===== src/common/xlat_regs_pkg.sv =====
/*
  constants for the stage 1 translation control and table base bank:
  apb word offsets, field positions, reset values and walk regimes.
  assumes 32-bit apb data with each 64-bit register split in two words.
*/
package xlat_regs_pkg;

  // apb geometry
  localparam int unsigned ADDR_W = 8;
  localparam int unsigned DATA_W = 32;
  localparam int unsigned STRB_W = DATA_W / 8;

  // byte offsets, low word then high word for 64-bit registers
  localparam logic [ADDR_W-1:0] OFF_EL1_CTRL_LO = 8'h00;
  localparam logic [ADDR_W-1:0] OFF_EL1_CTRL_HI = 8'h04;
  localparam logic [ADDR_W-1:0] OFF_EL2_CTRL_LO = 8'h08;
  localparam logic [ADDR_W-1:0] OFF_EL2_CTRL_HI = 8'h0c;
  localparam logic [ADDR_W-1:0] OFF_EL3_CTRL    = 8'h10;
  localparam logic [ADDR_W-1:0] OFF_EL1_BASE_LO = 8'h14;
  localparam logic [ADDR_W-1:0] OFF_EL1_BASE_HI = 8'h18;
  localparam logic [ADDR_W-1:0] OFF_EL2_BASE_LO = 8'h1c;
  localparam logic [ADDR_W-1:0] OFF_EL2_BASE_HI = 8'h20;
  localparam logic [ADDR_W-1:0] OFF_EL3_BASE_LO = 8'h24;
  localparam logic [ADDR_W-1:0] OFF_EL3_BASE_HI = 8'h28;
  localparam logic [ADDR_W-1:0] OFF_MODE        = 8'h2c;
  localparam logic [ADDR_W-1:0] OFF_STATUS      = 8'h30;

  // el1 control layout (also el2 under host extension)
  localparam int unsigned LOWER_SCOPE_BIT = 52;
  localparam int unsigned UPPER_SCOPE_BIT = 51;
  localparam int unsigned EL1_DIRTY_BIT   = 40;
  localparam int unsigned EL1_AF_BIT      = 39;
  localparam int unsigned ADDRESS_SPACE_ID_SEL_BIT    = 22;

  // el2 / el3 control layout
  localparam int unsigned TAG_SCOPE_BIT = 29;
  localparam int unsigned DIRTY_BIT     = 22;
  localparam int unsigned AF_BIT        = 21;

  // table base layout
  localparam int unsigned ADDRESS_SPACE_ID_MSB  = 63;
  localparam int unsigned ADDRESS_SPACE_ID_LSB  = 48;
  localparam int unsigned TABLE_BASE_ADDRESS_MSB = 47;
  localparam int unsigned TABLE_BASE_ADDRESS_LSB = 1;
  localparam int unsigned CNP_BIT   = 0;
  localparam int unsigned ADDRESS_SPACE_ID_W    = ADDRESS_SPACE_ID_MSB - ADDRESS_SPACE_ID_LSB + 1;
  localparam int unsigned VA_W      = TABLE_BASE_ADDRESS_MSB + 1;

  // mode register field
  localparam int unsigned MODE_HOST_EXT_BIT = 0;

  // status register fields
  localparam int unsigned STAT_REGIME_LSB = 0;
  localparam int unsigned STAT_COUNT_LSB  = 16;
  localparam int unsigned COUNT_W         = 16;

  // architecturally unknown fields come up as this value
  localparam logic [63:0] UNKNOWN_RESET = 64'h0;
  localparam logic [31:0] WORD_ZERO     = 32'h0;

  // translation regime of a walk
  typedef enum logic [1:0] {
    REGIME_EL1,
    REGIME_EL2,
    REGIME_EL3
  } regime_t;

endpackage


===== src/verilog/xlat_regs.sv =====
/*
  stage 1 translation control and table base registers for three levels,
  reached over apb, plus a walk snapshot port for the table walker.
  assumes an apb master on pclk and a walker on the same clock that
  pulses walk_start for one cycle per walk.
*/
// Implementation choices: register access over APB and the register addresses.
`timescale 1ns/1ps

// Contract
// - el1 bit 52 scopes lower tag ignore
// - el1 bit 51 scopes upper tag ignore
// - el1 bit 40 dirty update, needs bit 39
// - el1 bit 39 enables access flag update
// - el1 control fields reset unknown
// - el2/el3 bit 29 scopes tag ignore
// - el2/el3 bit 22 enables dirty update
// - el2/el3 bit 21 enables access flag update
// - host extension gives el2 the el1 layout
// - el3 control 32 bits, others 64
// - el1 base address_space_id bits 63:48, selectable
// - base address bits 47:1, low bits reserved
// - walks zero misaligned bits, reads keep them
// - base bit 0 is common-not-private
// - el1 bits 50:39 implemented, not reserved
module xlat_regs
  import xlat_regs_pkg::*;
(
  input  wire logic              pclk,
  input  wire logic              presetn,
  input  wire logic              psel,
  input  wire logic              penable,
  input  wire logic              pwrite,
  input  wire logic [ADDR_W-1:0] paddr,
  input  wire logic [DATA_W-1:0] pwdata,
  input  wire logic [STRB_W-1:0] pstrb,
  output logic                   pready,
  output logic      [DATA_W-1:0] prdata,
  output logic                   pslverr,
  input  wire logic              walk_start,
  input  wire logic [1:0]        walk_regime,
  input  wire logic [5:0]        walk_align_lsb,
  output logic      [VA_W-1:0]   walk_table_base,
  output logic                   walk_common_not_private,
  output logic      [ADDRESS_SPACE_ID_W-1:0] walk_address_space_id,
  output logic                   walk_address_space_id_from_lower,
  output logic                   walk_lower_tag_scope,
  output logic                   walk_upper_tag_scope,
  output logic                   walk_access_flag_update,
  output logic                   walk_dirty_update,
  output logic                   walk_el1_layout
);

  // stored register images
  logic [63:0]        el1_ctrl_reg;   // full 64 bits incl. 50:39
  logic [63:0]        el2_ctrl_reg;
  logic [31:0]        el3_ctrl_reg;   // narrow register
  logic [63:0]        el1_base_reg;
  logic [63:0]        el2_base_reg;
  logic [63:0]        el3_base_reg;
  logic               host_ext_reg;   // el2 uses el1 layout
  logic [COUNT_W-1:0] walk_count_reg; // walks taken so far
  logic [1:0]         last_regime_reg;

  // apb phase decode
  logic               acc_phase;      // access phase, not yet answered
  logic               wr_commit;      // edge at which a write lands
  logic               addr_hit;       // decoded address is mapped
  logic [DATA_W-1:0]  rd_next;        // read mux output

  assign acc_phase = psel && penable && !pready;
  assign wr_commit = psel && penable && pready && pwrite && !pslverr;

  // strobed merge of one 32-bit word
  function automatic logic [31:0] merge(input logic [31:0] old_w,
                                        input logic [31:0] new_w,
                                        input logic [3:0]  be);
    logic [31:0] res;
    res = old_w;
    for (int i = 0; i < 4; i++) begin
      if (be[i]) begin
        res[i*8 +: 8] = new_w[i*8 +: 8];
      end
    end
    return res;
  endfunction

  // combinational read mux and address decode
  always_comb begin
    rd_next  = WORD_ZERO;
    addr_hit = 1'b1;
    case (paddr)
      OFF_EL1_CTRL_LO: rd_next = el1_ctrl_reg[31:0];
      OFF_EL1_CTRL_HI: rd_next = el1_ctrl_reg[63:32];
      OFF_EL2_CTRL_LO: rd_next = el2_ctrl_reg[31:0];
      OFF_EL2_CTRL_HI: rd_next = el2_ctrl_reg[63:32];
      OFF_EL3_CTRL:    rd_next = el3_ctrl_reg;
      // misaligned base bits read back as written
      OFF_EL1_BASE_LO: rd_next = el1_base_reg[31:0];
      OFF_EL1_BASE_HI: rd_next = el1_base_reg[63:32];
      OFF_EL2_BASE_LO: rd_next = el2_base_reg[31:0];
      OFF_EL2_BASE_HI: begin
        // address_space_id field only exists in the el1 layout
        rd_next = el2_base_reg[63:32];
        if (!host_ext_reg) begin
          rd_next[ADDRESS_SPACE_ID_MSB-32:ADDRESS_SPACE_ID_LSB-32] = '0;
        end
      end
      OFF_EL3_BASE_LO: rd_next = el3_base_reg[31:0];
      OFF_EL3_BASE_HI: begin
        // el3 address_space_id bits are reserved zero
        rd_next = el3_base_reg[63:32];
        rd_next[ADDRESS_SPACE_ID_MSB-32:ADDRESS_SPACE_ID_LSB-32] = '0;
      end
      OFF_MODE: rd_next[MODE_HOST_EXT_BIT] = host_ext_reg;
      OFF_STATUS: begin
        rd_next[STAT_REGIME_LSB +: 2]       = last_regime_reg;
        rd_next[STAT_COUNT_LSB +: COUNT_W]  = walk_count_reg;
      end
      default: addr_hit = 1'b0; // unmapped: error answer
    endcase
  end

  // apb answer: one wait state so every output is a flop
  always_ff @(posedge pclk or negedge presetn) begin
    if (!presetn) begin
      pready  <= 1'b0;
      prdata  <= WORD_ZERO;
      pslverr <= 1'b0;
    end else if (acc_phase) begin
      // answer comes in the second access cycle
      pready  <= 1'b1;
      prdata  <= pwrite ? WORD_ZERO : rd_next;
      pslverr <= !addr_hit;
    end else begin
      // drop the answer once the master has seen it
      pready  <= 1'b0;
      pslverr <= 1'b0;
    end
  end

  // el1 control, every field writable
  always_ff @(posedge pclk or negedge presetn) begin
    if (!presetn) begin
      el1_ctrl_reg <= UNKNOWN_RESET;
    end else if (wr_commit && paddr == OFF_EL1_CTRL_LO) begin
      el1_ctrl_reg[31:0] <= merge(el1_ctrl_reg[31:0], pwdata, pstrb);
    end else if (wr_commit && paddr == OFF_EL1_CTRL_HI) begin
      // bits 52:39 kept in full, none forced reserved
      el1_ctrl_reg[63:32] <= merge(el1_ctrl_reg[63:32], pwdata, pstrb);
    end
  end

  // el2 control
  always_ff @(posedge pclk or negedge presetn) begin
    if (!presetn) begin
      el2_ctrl_reg <= UNKNOWN_RESET;
    end else if (wr_commit && paddr == OFF_EL2_CTRL_LO) begin
      el2_ctrl_reg[31:0] <= merge(el2_ctrl_reg[31:0], pwdata, pstrb);
    end else if (wr_commit && paddr == OFF_EL2_CTRL_HI) begin
      el2_ctrl_reg[63:32] <= merge(el2_ctrl_reg[63:32], pwdata, pstrb);
    end
  end

  // el3 control, single word
  always_ff @(posedge pclk or negedge presetn) begin
    if (!presetn) begin
      el3_ctrl_reg <= UNKNOWN_RESET[31:0];
    end else if (wr_commit && paddr == OFF_EL3_CTRL) begin
      el3_ctrl_reg <= merge(el3_ctrl_reg, pwdata, pstrb);
    end
  end

  // el1 table base
  always_ff @(posedge pclk or negedge presetn) begin
    if (!presetn) begin
      el1_base_reg <= UNKNOWN_RESET;
    end else if (wr_commit && paddr == OFF_EL1_BASE_LO) begin
      el1_base_reg[31:0] <= merge(el1_base_reg[31:0], pwdata, pstrb);
    end else if (wr_commit && paddr == OFF_EL1_BASE_HI) begin
      el1_base_reg[63:32] <= merge(el1_base_reg[63:32], pwdata, pstrb);
    end
  end

  // el2 table base, upper bits stored for the el1 layout
  always_ff @(posedge pclk or negedge presetn) begin
    if (!presetn) begin
      el2_base_reg <= UNKNOWN_RESET;
    end else if (wr_commit && paddr == OFF_EL2_BASE_LO) begin
      el2_base_reg[31:0] <= merge(el2_base_reg[31:0], pwdata, pstrb);
    end else if (wr_commit && paddr == OFF_EL2_BASE_HI) begin
      el2_base_reg[63:32] <= merge(el2_base_reg[63:32], pwdata, pstrb);
    end
  end

  // el3 table base
  always_ff @(posedge pclk or negedge presetn) begin
    if (!presetn) begin
      el3_base_reg <= UNKNOWN_RESET;
    end else if (wr_commit && paddr == OFF_EL3_BASE_LO) begin
      el3_base_reg[31:0] <= merge(el3_base_reg[31:0], pwdata, pstrb);
    end else if (wr_commit && paddr == OFF_EL3_BASE_HI) begin
      el3_base_reg[63:32] <= merge(el3_base_reg[63:32], pwdata, pstrb);
    end
  end

  // host extension mode bit
  always_ff @(posedge pclk or negedge presetn) begin
    if (!presetn) begin
      host_ext_reg <= 1'b0;
    end else if (wr_commit && paddr == OFF_MODE && pstrb[0]) begin
      host_ext_reg <= pwdata[MODE_HOST_EXT_BIT];
    end
  end

  // walk view: selected registers decoded per regime
  logic [63:0]       sel_ctrl;    // control of the chosen regime
  logic [63:0]       sel_base;    // base of the chosen regime
  logic              el1_fmt;     // decode with el1 layout
  logic              has_address_space_id;    // regime carries an address_space_id
  logic [VA_W-1:0]   align_mask;  // clears bits below x
  logic [VA_W-1:0]   base_next;
  logic              af_next;
  logic              dirty_next;
  logic              lower_next;
  logic              upper_next;

  always_comb begin
    sel_ctrl = el1_ctrl_reg;
    sel_base = el1_base_reg;
    el1_fmt  = 1'b1;
    has_address_space_id = 1'b1;
    case (regime_t'(walk_regime))
      REGIME_EL1: begin
        sel_ctrl = el1_ctrl_reg;
        sel_base = el1_base_reg;
      end
      REGIME_EL2: begin
        // host extension swaps in the el1 field layout
        sel_ctrl = el2_ctrl_reg;
        sel_base = el2_base_reg;
        el1_fmt  = host_ext_reg;
        has_address_space_id = host_ext_reg;
      end
      REGIME_EL3: begin
        sel_ctrl = {32'h0, el3_ctrl_reg};
        sel_base = el3_base_reg;
        el1_fmt  = 1'b0;
        has_address_space_id = 1'b0;
      end
      default: begin
        // unused code behaves as el1
        sel_ctrl = el1_ctrl_reg;
        sel_base = el1_base_reg;
      end
    endcase
  end

  // field decode; misaligned base bits are masked off for the walk
  always_comb begin
    // mask of all ones from bit x upward, bit 0 always clear; x of 0 or 1 keeps bits 47:1
    align_mask = {VA_W{1'b1}} << walk_align_lsb;
    align_mask[CNP_BIT] = 1'b0;
    // bits x-1 down to 1 act as zero during the walk
    base_next = sel_base[TABLE_BASE_ADDRESS_MSB:0] & align_mask;
    if (el1_fmt) begin
      lower_next = sel_ctrl[LOWER_SCOPE_BIT];
      upper_next = sel_ctrl[UPPER_SCOPE_BIT];
      af_next    = sel_ctrl[EL1_AF_BIT];
      // dirty tracking is void without access flag update
      dirty_next = sel_ctrl[EL1_DIRTY_BIT] && sel_ctrl[EL1_AF_BIT];
    end else begin
      // one scope bit covers the single range
      lower_next = sel_ctrl[TAG_SCOPE_BIT];
      upper_next = sel_ctrl[TAG_SCOPE_BIT];
      af_next    = sel_ctrl[AF_BIT];
      dirty_next = sel_ctrl[DIRTY_BIT];
    end
  end

  // snapshot at walk start, held for the walk's whole life
  always_ff @(posedge pclk or negedge presetn) begin
    if (!presetn) begin
      walk_table_base         <= '0;
      walk_common_not_private <= 1'b0;
      walk_address_space_id   <= '0;
      walk_address_space_id_from_lower    <= 1'b0;
      walk_lower_tag_scope    <= 1'b0;
      walk_upper_tag_scope    <= 1'b0;
      walk_access_flag_update <= 1'b0;
      walk_dirty_update       <= 1'b0;
      walk_el1_layout         <= 1'b0;
    end else if (walk_start) begin
      // later register writes cannot disturb a walk in flight
      walk_table_base         <= base_next;
      walk_common_not_private <= sel_base[CNP_BIT];
      walk_el1_layout         <= el1_fmt;
      walk_lower_tag_scope    <= lower_next;
      walk_upper_tag_scope    <= upper_next;
      walk_access_flag_update <= af_next;
      walk_dirty_update       <= dirty_next;
      // selector 0 picks this lower base's address_space_id
      walk_address_space_id_from_lower    <= has_address_space_id && !sel_ctrl[ADDRESS_SPACE_ID_SEL_BIT];
      walk_address_space_id   <= has_address_space_id ? sel_base[ADDRESS_SPACE_ID_MSB:ADDRESS_SPACE_ID_LSB] : '0;
    end
  end

  // walk bookkeeping shown in the status word
  always_ff @(posedge pclk or negedge presetn) begin
    if (!presetn) begin
      walk_count_reg  <= '0;
      last_regime_reg <= 2'h0;
    end else if (walk_start) begin
      // count wraps; it is a debug aid only
      walk_count_reg  <= walk_count_reg + COUNT_W'(1);
      last_regime_reg <= walk_regime;
    end
  end

endmodule // xlat_regs


===== config.mk =====
export PLATFORM = sky130hd
export DESIGN_NAME = xlat_regs
export DESIGN_NICKNAME = d
export VERILOG_FILES = /design/src/common/xlat_regs_pkg.sv /design/src/verilog/xlat_regs.sv
export SDC_FILE = /design/constraint.sdc
export NUM_CORES = 1
export LEC_CHECK = 0
export ABC_AREA = 1
export BUFFER_PORTS_ARGS = -buffer_cell sky130_fd_sc_hd__buf_2
export CAP_MARGIN = 10
export CORE_UTILIZATION = 45
export CTS_CLUSTER_SIZE = 14
export DETAILED_ROUTE_END_ITERATION = 12
export HOLD_SLACK_MARGIN = 0.12
export PLACE_DENSITY_LB_ADDON = 0.3
export SLEW_MARGIN = 20
export SYNTH_ARGS = -nofsm -noshare
export SYNTH_HDL_FRONTEND = slang
export SYNTH_SLANG_ARGS = --single-unit

===== constraint.sdc =====
create_clock -name pclk -period 4.55 [get_ports pclk]
set_input_delay 0.455 -clock pclk [delete_from_list [all_inputs] [get_ports pclk]]
set_output_delay 0.455 -clock pclk [all_outputs]
set_load 0.1 [all_outputs]

==> impl_metrics.json <==
{
  "syn-cell-area_sq_um": 22500,
  "cp.depth": 7,
  "num_rows": 81,
  "die-area_sq_um": 50800,
  "peakVddDrop_mv": 0.240,
  "slew_headroom_pct": 24.1,
  "post-place-ws_ns": 1.61,
  "io_pins": 163,
  "vias": 20600,
  "p_seq_share_pct": 45.5,
  "holdWs_ns": 0.164,
  "clkPwrFrac_pct": 48.8,
  "internal_power_mw": 7.18,
  "finalCriticalPeriod_ns": 2.48,
  "clockRootBuffer": "clkbuf_16",
  "antenna_found_initial": 3,
  "power_switching_share_pct": 24.5,
  "worst_setup_path_start_kind": "flip-flop",
  "wire_per_inst_microns": 21.4,
  "synth_flop_cell": "dfrtp_1",
  "path_buf_inv": 1,
  "maxCapViolCount": 0,
  "cts_tree": "yes",
  "path_cells": "nand3_1, nor3_4, inv_2, nor3_2, nand3b_1, nand2_1, o21ai_1",
  "fmax_mhz": 403,
  "worst_ep_required_time_ns": 5.03,
  "max_slew.worst_pin.slew_ns": 1.14,
  "numCtsBuffers": 52,
  "via_per_inst": 5.72,
  "port_buffers": 161,
  "crit_family": "simple AND/OR/NAND/NOR gates",
  "drt_pre_antenna_iters": 8,
  "die_w_microns": 225,
  "synth_nets": 2883,
  "layout_commonest_cell": "nand2_1",
  "grt_max_degree": 116,
  "synth_top_area_share_pct": 52.9,
  "clk_pin_slew_worst_paths_ns": 0.06,
  "hold_depth": 3,
  "synth_edf_count": 0,
  "crit_fanout": 16,
  "reg2regPathDepth": 7,
  "grt_pass1_vias": 19800,
  "initial_core_util_pct": 45.8,
  "fillerInstances": 4679,
  "clk_latency_ns": 0.62,
  "cts_buffer_depth": 3,
  "slowest_delay_ns": 0.62,
  "slowest_stage": "nand3b_1",
  "avgSynthCellArea_sq_um": 7.96,
  "synth-async-reset-ratio_pct": 100,
  "setup_viol": 0,
  "fin_nets": 2956,
  "synth_cell_types": 38,
  "fin_ws_ns": 2.07,
  "hp-class": "in2reg",
  "route.detailed.drc": 0,
  "post-route-period-util_pct": 54.5,
  "ys_ff_latch": 475,
  "grt_usage_pct": 30.8,
  "coreArea_sq_um": 49100,
  "syn_to_final_growth_pct": 13.7,
  "wl_mm": 77.1,
  "grt_setup_unrepaired": "false",
  "synth_cells": 2822,
  "cts.htree.levels": 2,
  "p_leak_nw": 12.4,
  "yosys-top-cells-area": "dfrtp_1 53%, nand2_1 15%, o21ai_0 8.0%",
  "finalHoldViolations": 0,
  "place.gp.congestion": 0.946,
  "critPathKind": "reg2reg",
  "slew_viol_final": 0,
  "cts_sinks": 475,
  "fin_tns_setup_ns": 0,
  "dpl.hpwl_mm": 51.7,
  "cts.repair.resized": 0,
  "overflow": 0,
  "fin_skew_ns": 0.0155,
  "endpoint_kind": "flip-flop",
  "power_density_nw_per_um2": 372,
  "grt_pass1_wl_mm": 118,
  "cp.arrival_ns": 2.96,
  "switching_power_mw": 2.33,
  "ys_seq_area_share_pct": 52.9,
  "ant_nets": 0,
  "ys.warnings.count": 0,
  "cts_setup_buffers": 0,
  "layout_common_cells": "916 x nand2_1, 475 x dfrtp_1, 360 x o21ai_0, 268 x nand3_1, 165 x nor2_1",
  "drtIter0Drc": 2456,
  "die_h_microns": 225,
  "comb_power_share_pct": 5.6,
  "drive_above_1_share_pct": 11.7,
  "yosysTopAreaCell": "dfrtp_1",
  "run_status": "completed"
}
## Yosys cell counts (all sizes together), types with 3 or more instances
cell type	count
nand2	925
dfrtp	475
o21ai	459
nand3	281
nor2	187
inv	162
clkbuf	93
buf	87
a21oi	50
a22o	23
o211ai	14
a32o	10
o31ai	10
nor3	8
a31oi	7
xor2	7
xnor2	6
nand4	4
a22oi	3
ha	3
nand3b	3
## layer usage
layer	GRT usage, %	wire [microns]
met2	46.7	34200
met1	42.5	32100
met3	6.36	7340
met4	13.6	3440
met5	0	0
## metrics by stage
| step | std cells | power [mW] | area [sq um] | util (%) |
|---|---|---|---|---|
| floorplan | 2822 | 4.64 | 22500 | - |
| global placement | 3504 | 4.92 | 23700 | 48.2 |
| detailed placement | 3504 | 4.93 | 23700 | 48.2 |
| CTS | 3599 | 9.54 | 25500 | 52.0 |
| global route | 3599 | 9.74 | 25500 | 52.0 |
| finish | 3600 | 9.51 | 25500 | 52.0 |
## cell families after synthesis
group           count (synthesis)  synth area share [%]
simple gates                 1410                  26.3
compound gates                577                  13.8
flops                         475                  52.9
buf+inv                       343                  6.24
xor+xnor                       13                 0.507
fa+ha+maj                       3                 0.167
other cells                     1                0.0167
## worst register-to-register path, stage by stage (launching register included)
cell	delay (ns)
dfrtp_1	0.38
nand3_1	0.14
nor3_4	0.22
inv_2	0.23
nor3_2	0.44
nand3b_1	0.62
nand2_1	0.23
o21ai_1	0.09
## final cells by class
class	instances	area [sq um]	share of cell area (%)
Sequential cell	475	11900	46.6
Clock inverter	23	350	1.37
Clock buffer	71	1500	5.89
Tap cell	664	831	3.26
Inverter	163	612	2.40
Antenna cell	1	2.50	0.00980
Multi-Input combinational cell	2004	9200	36.0
Timing Repair Buffer	199	1140	4.47
## worst paths after layout
check | start | end | slack (ns)
max in group asynchronous | presetn | el2_base_reg[41]$_DFFE_PN0P_ | 2.77
worst min-delay path | walk_regime[0] | last_regime_reg[0]$_DFFE_PN0P_ | 0.16
worst max register to register | pready$_DFF_PN0_ | el2_base_reg[47]$_DFFE_PN0P_ | 2.07
min in group asynchronous | presetn | el3_ctrl_reg[30]$_DFFE_PN0P_ | 0.52
worst max-delay path | pready$_DFF_PN0_ | el2_base_reg[47]$_DFFE_PN0P_ | 2.07
worst min register to register | walk_el1_layout$_DFFE_PN0P_ | walk_el1_layout$_DFFE_PN0P_ | 0.48
## power by group through the flow
stage,Clock [mW],Combinational (mW),Sequential [mW]
6_report,4.64,0.537,4.33
5_1_grt,4.84,0.577,4.33
4_1_cts,4.68,0.532,4.32
3_5_place_dp,0,0.530,4.40
2_1_floorplan,0,0.226,4.42
3_3_place_gp,0,0.520,4.40
## timing repair
action / CTS / global route
setup endpoints to repair: 0 / 0
hold buffers: 1 / 0
hold endpoints to repair: 109 / 0
Note: power is estimated with default switching activity, not from simulation.
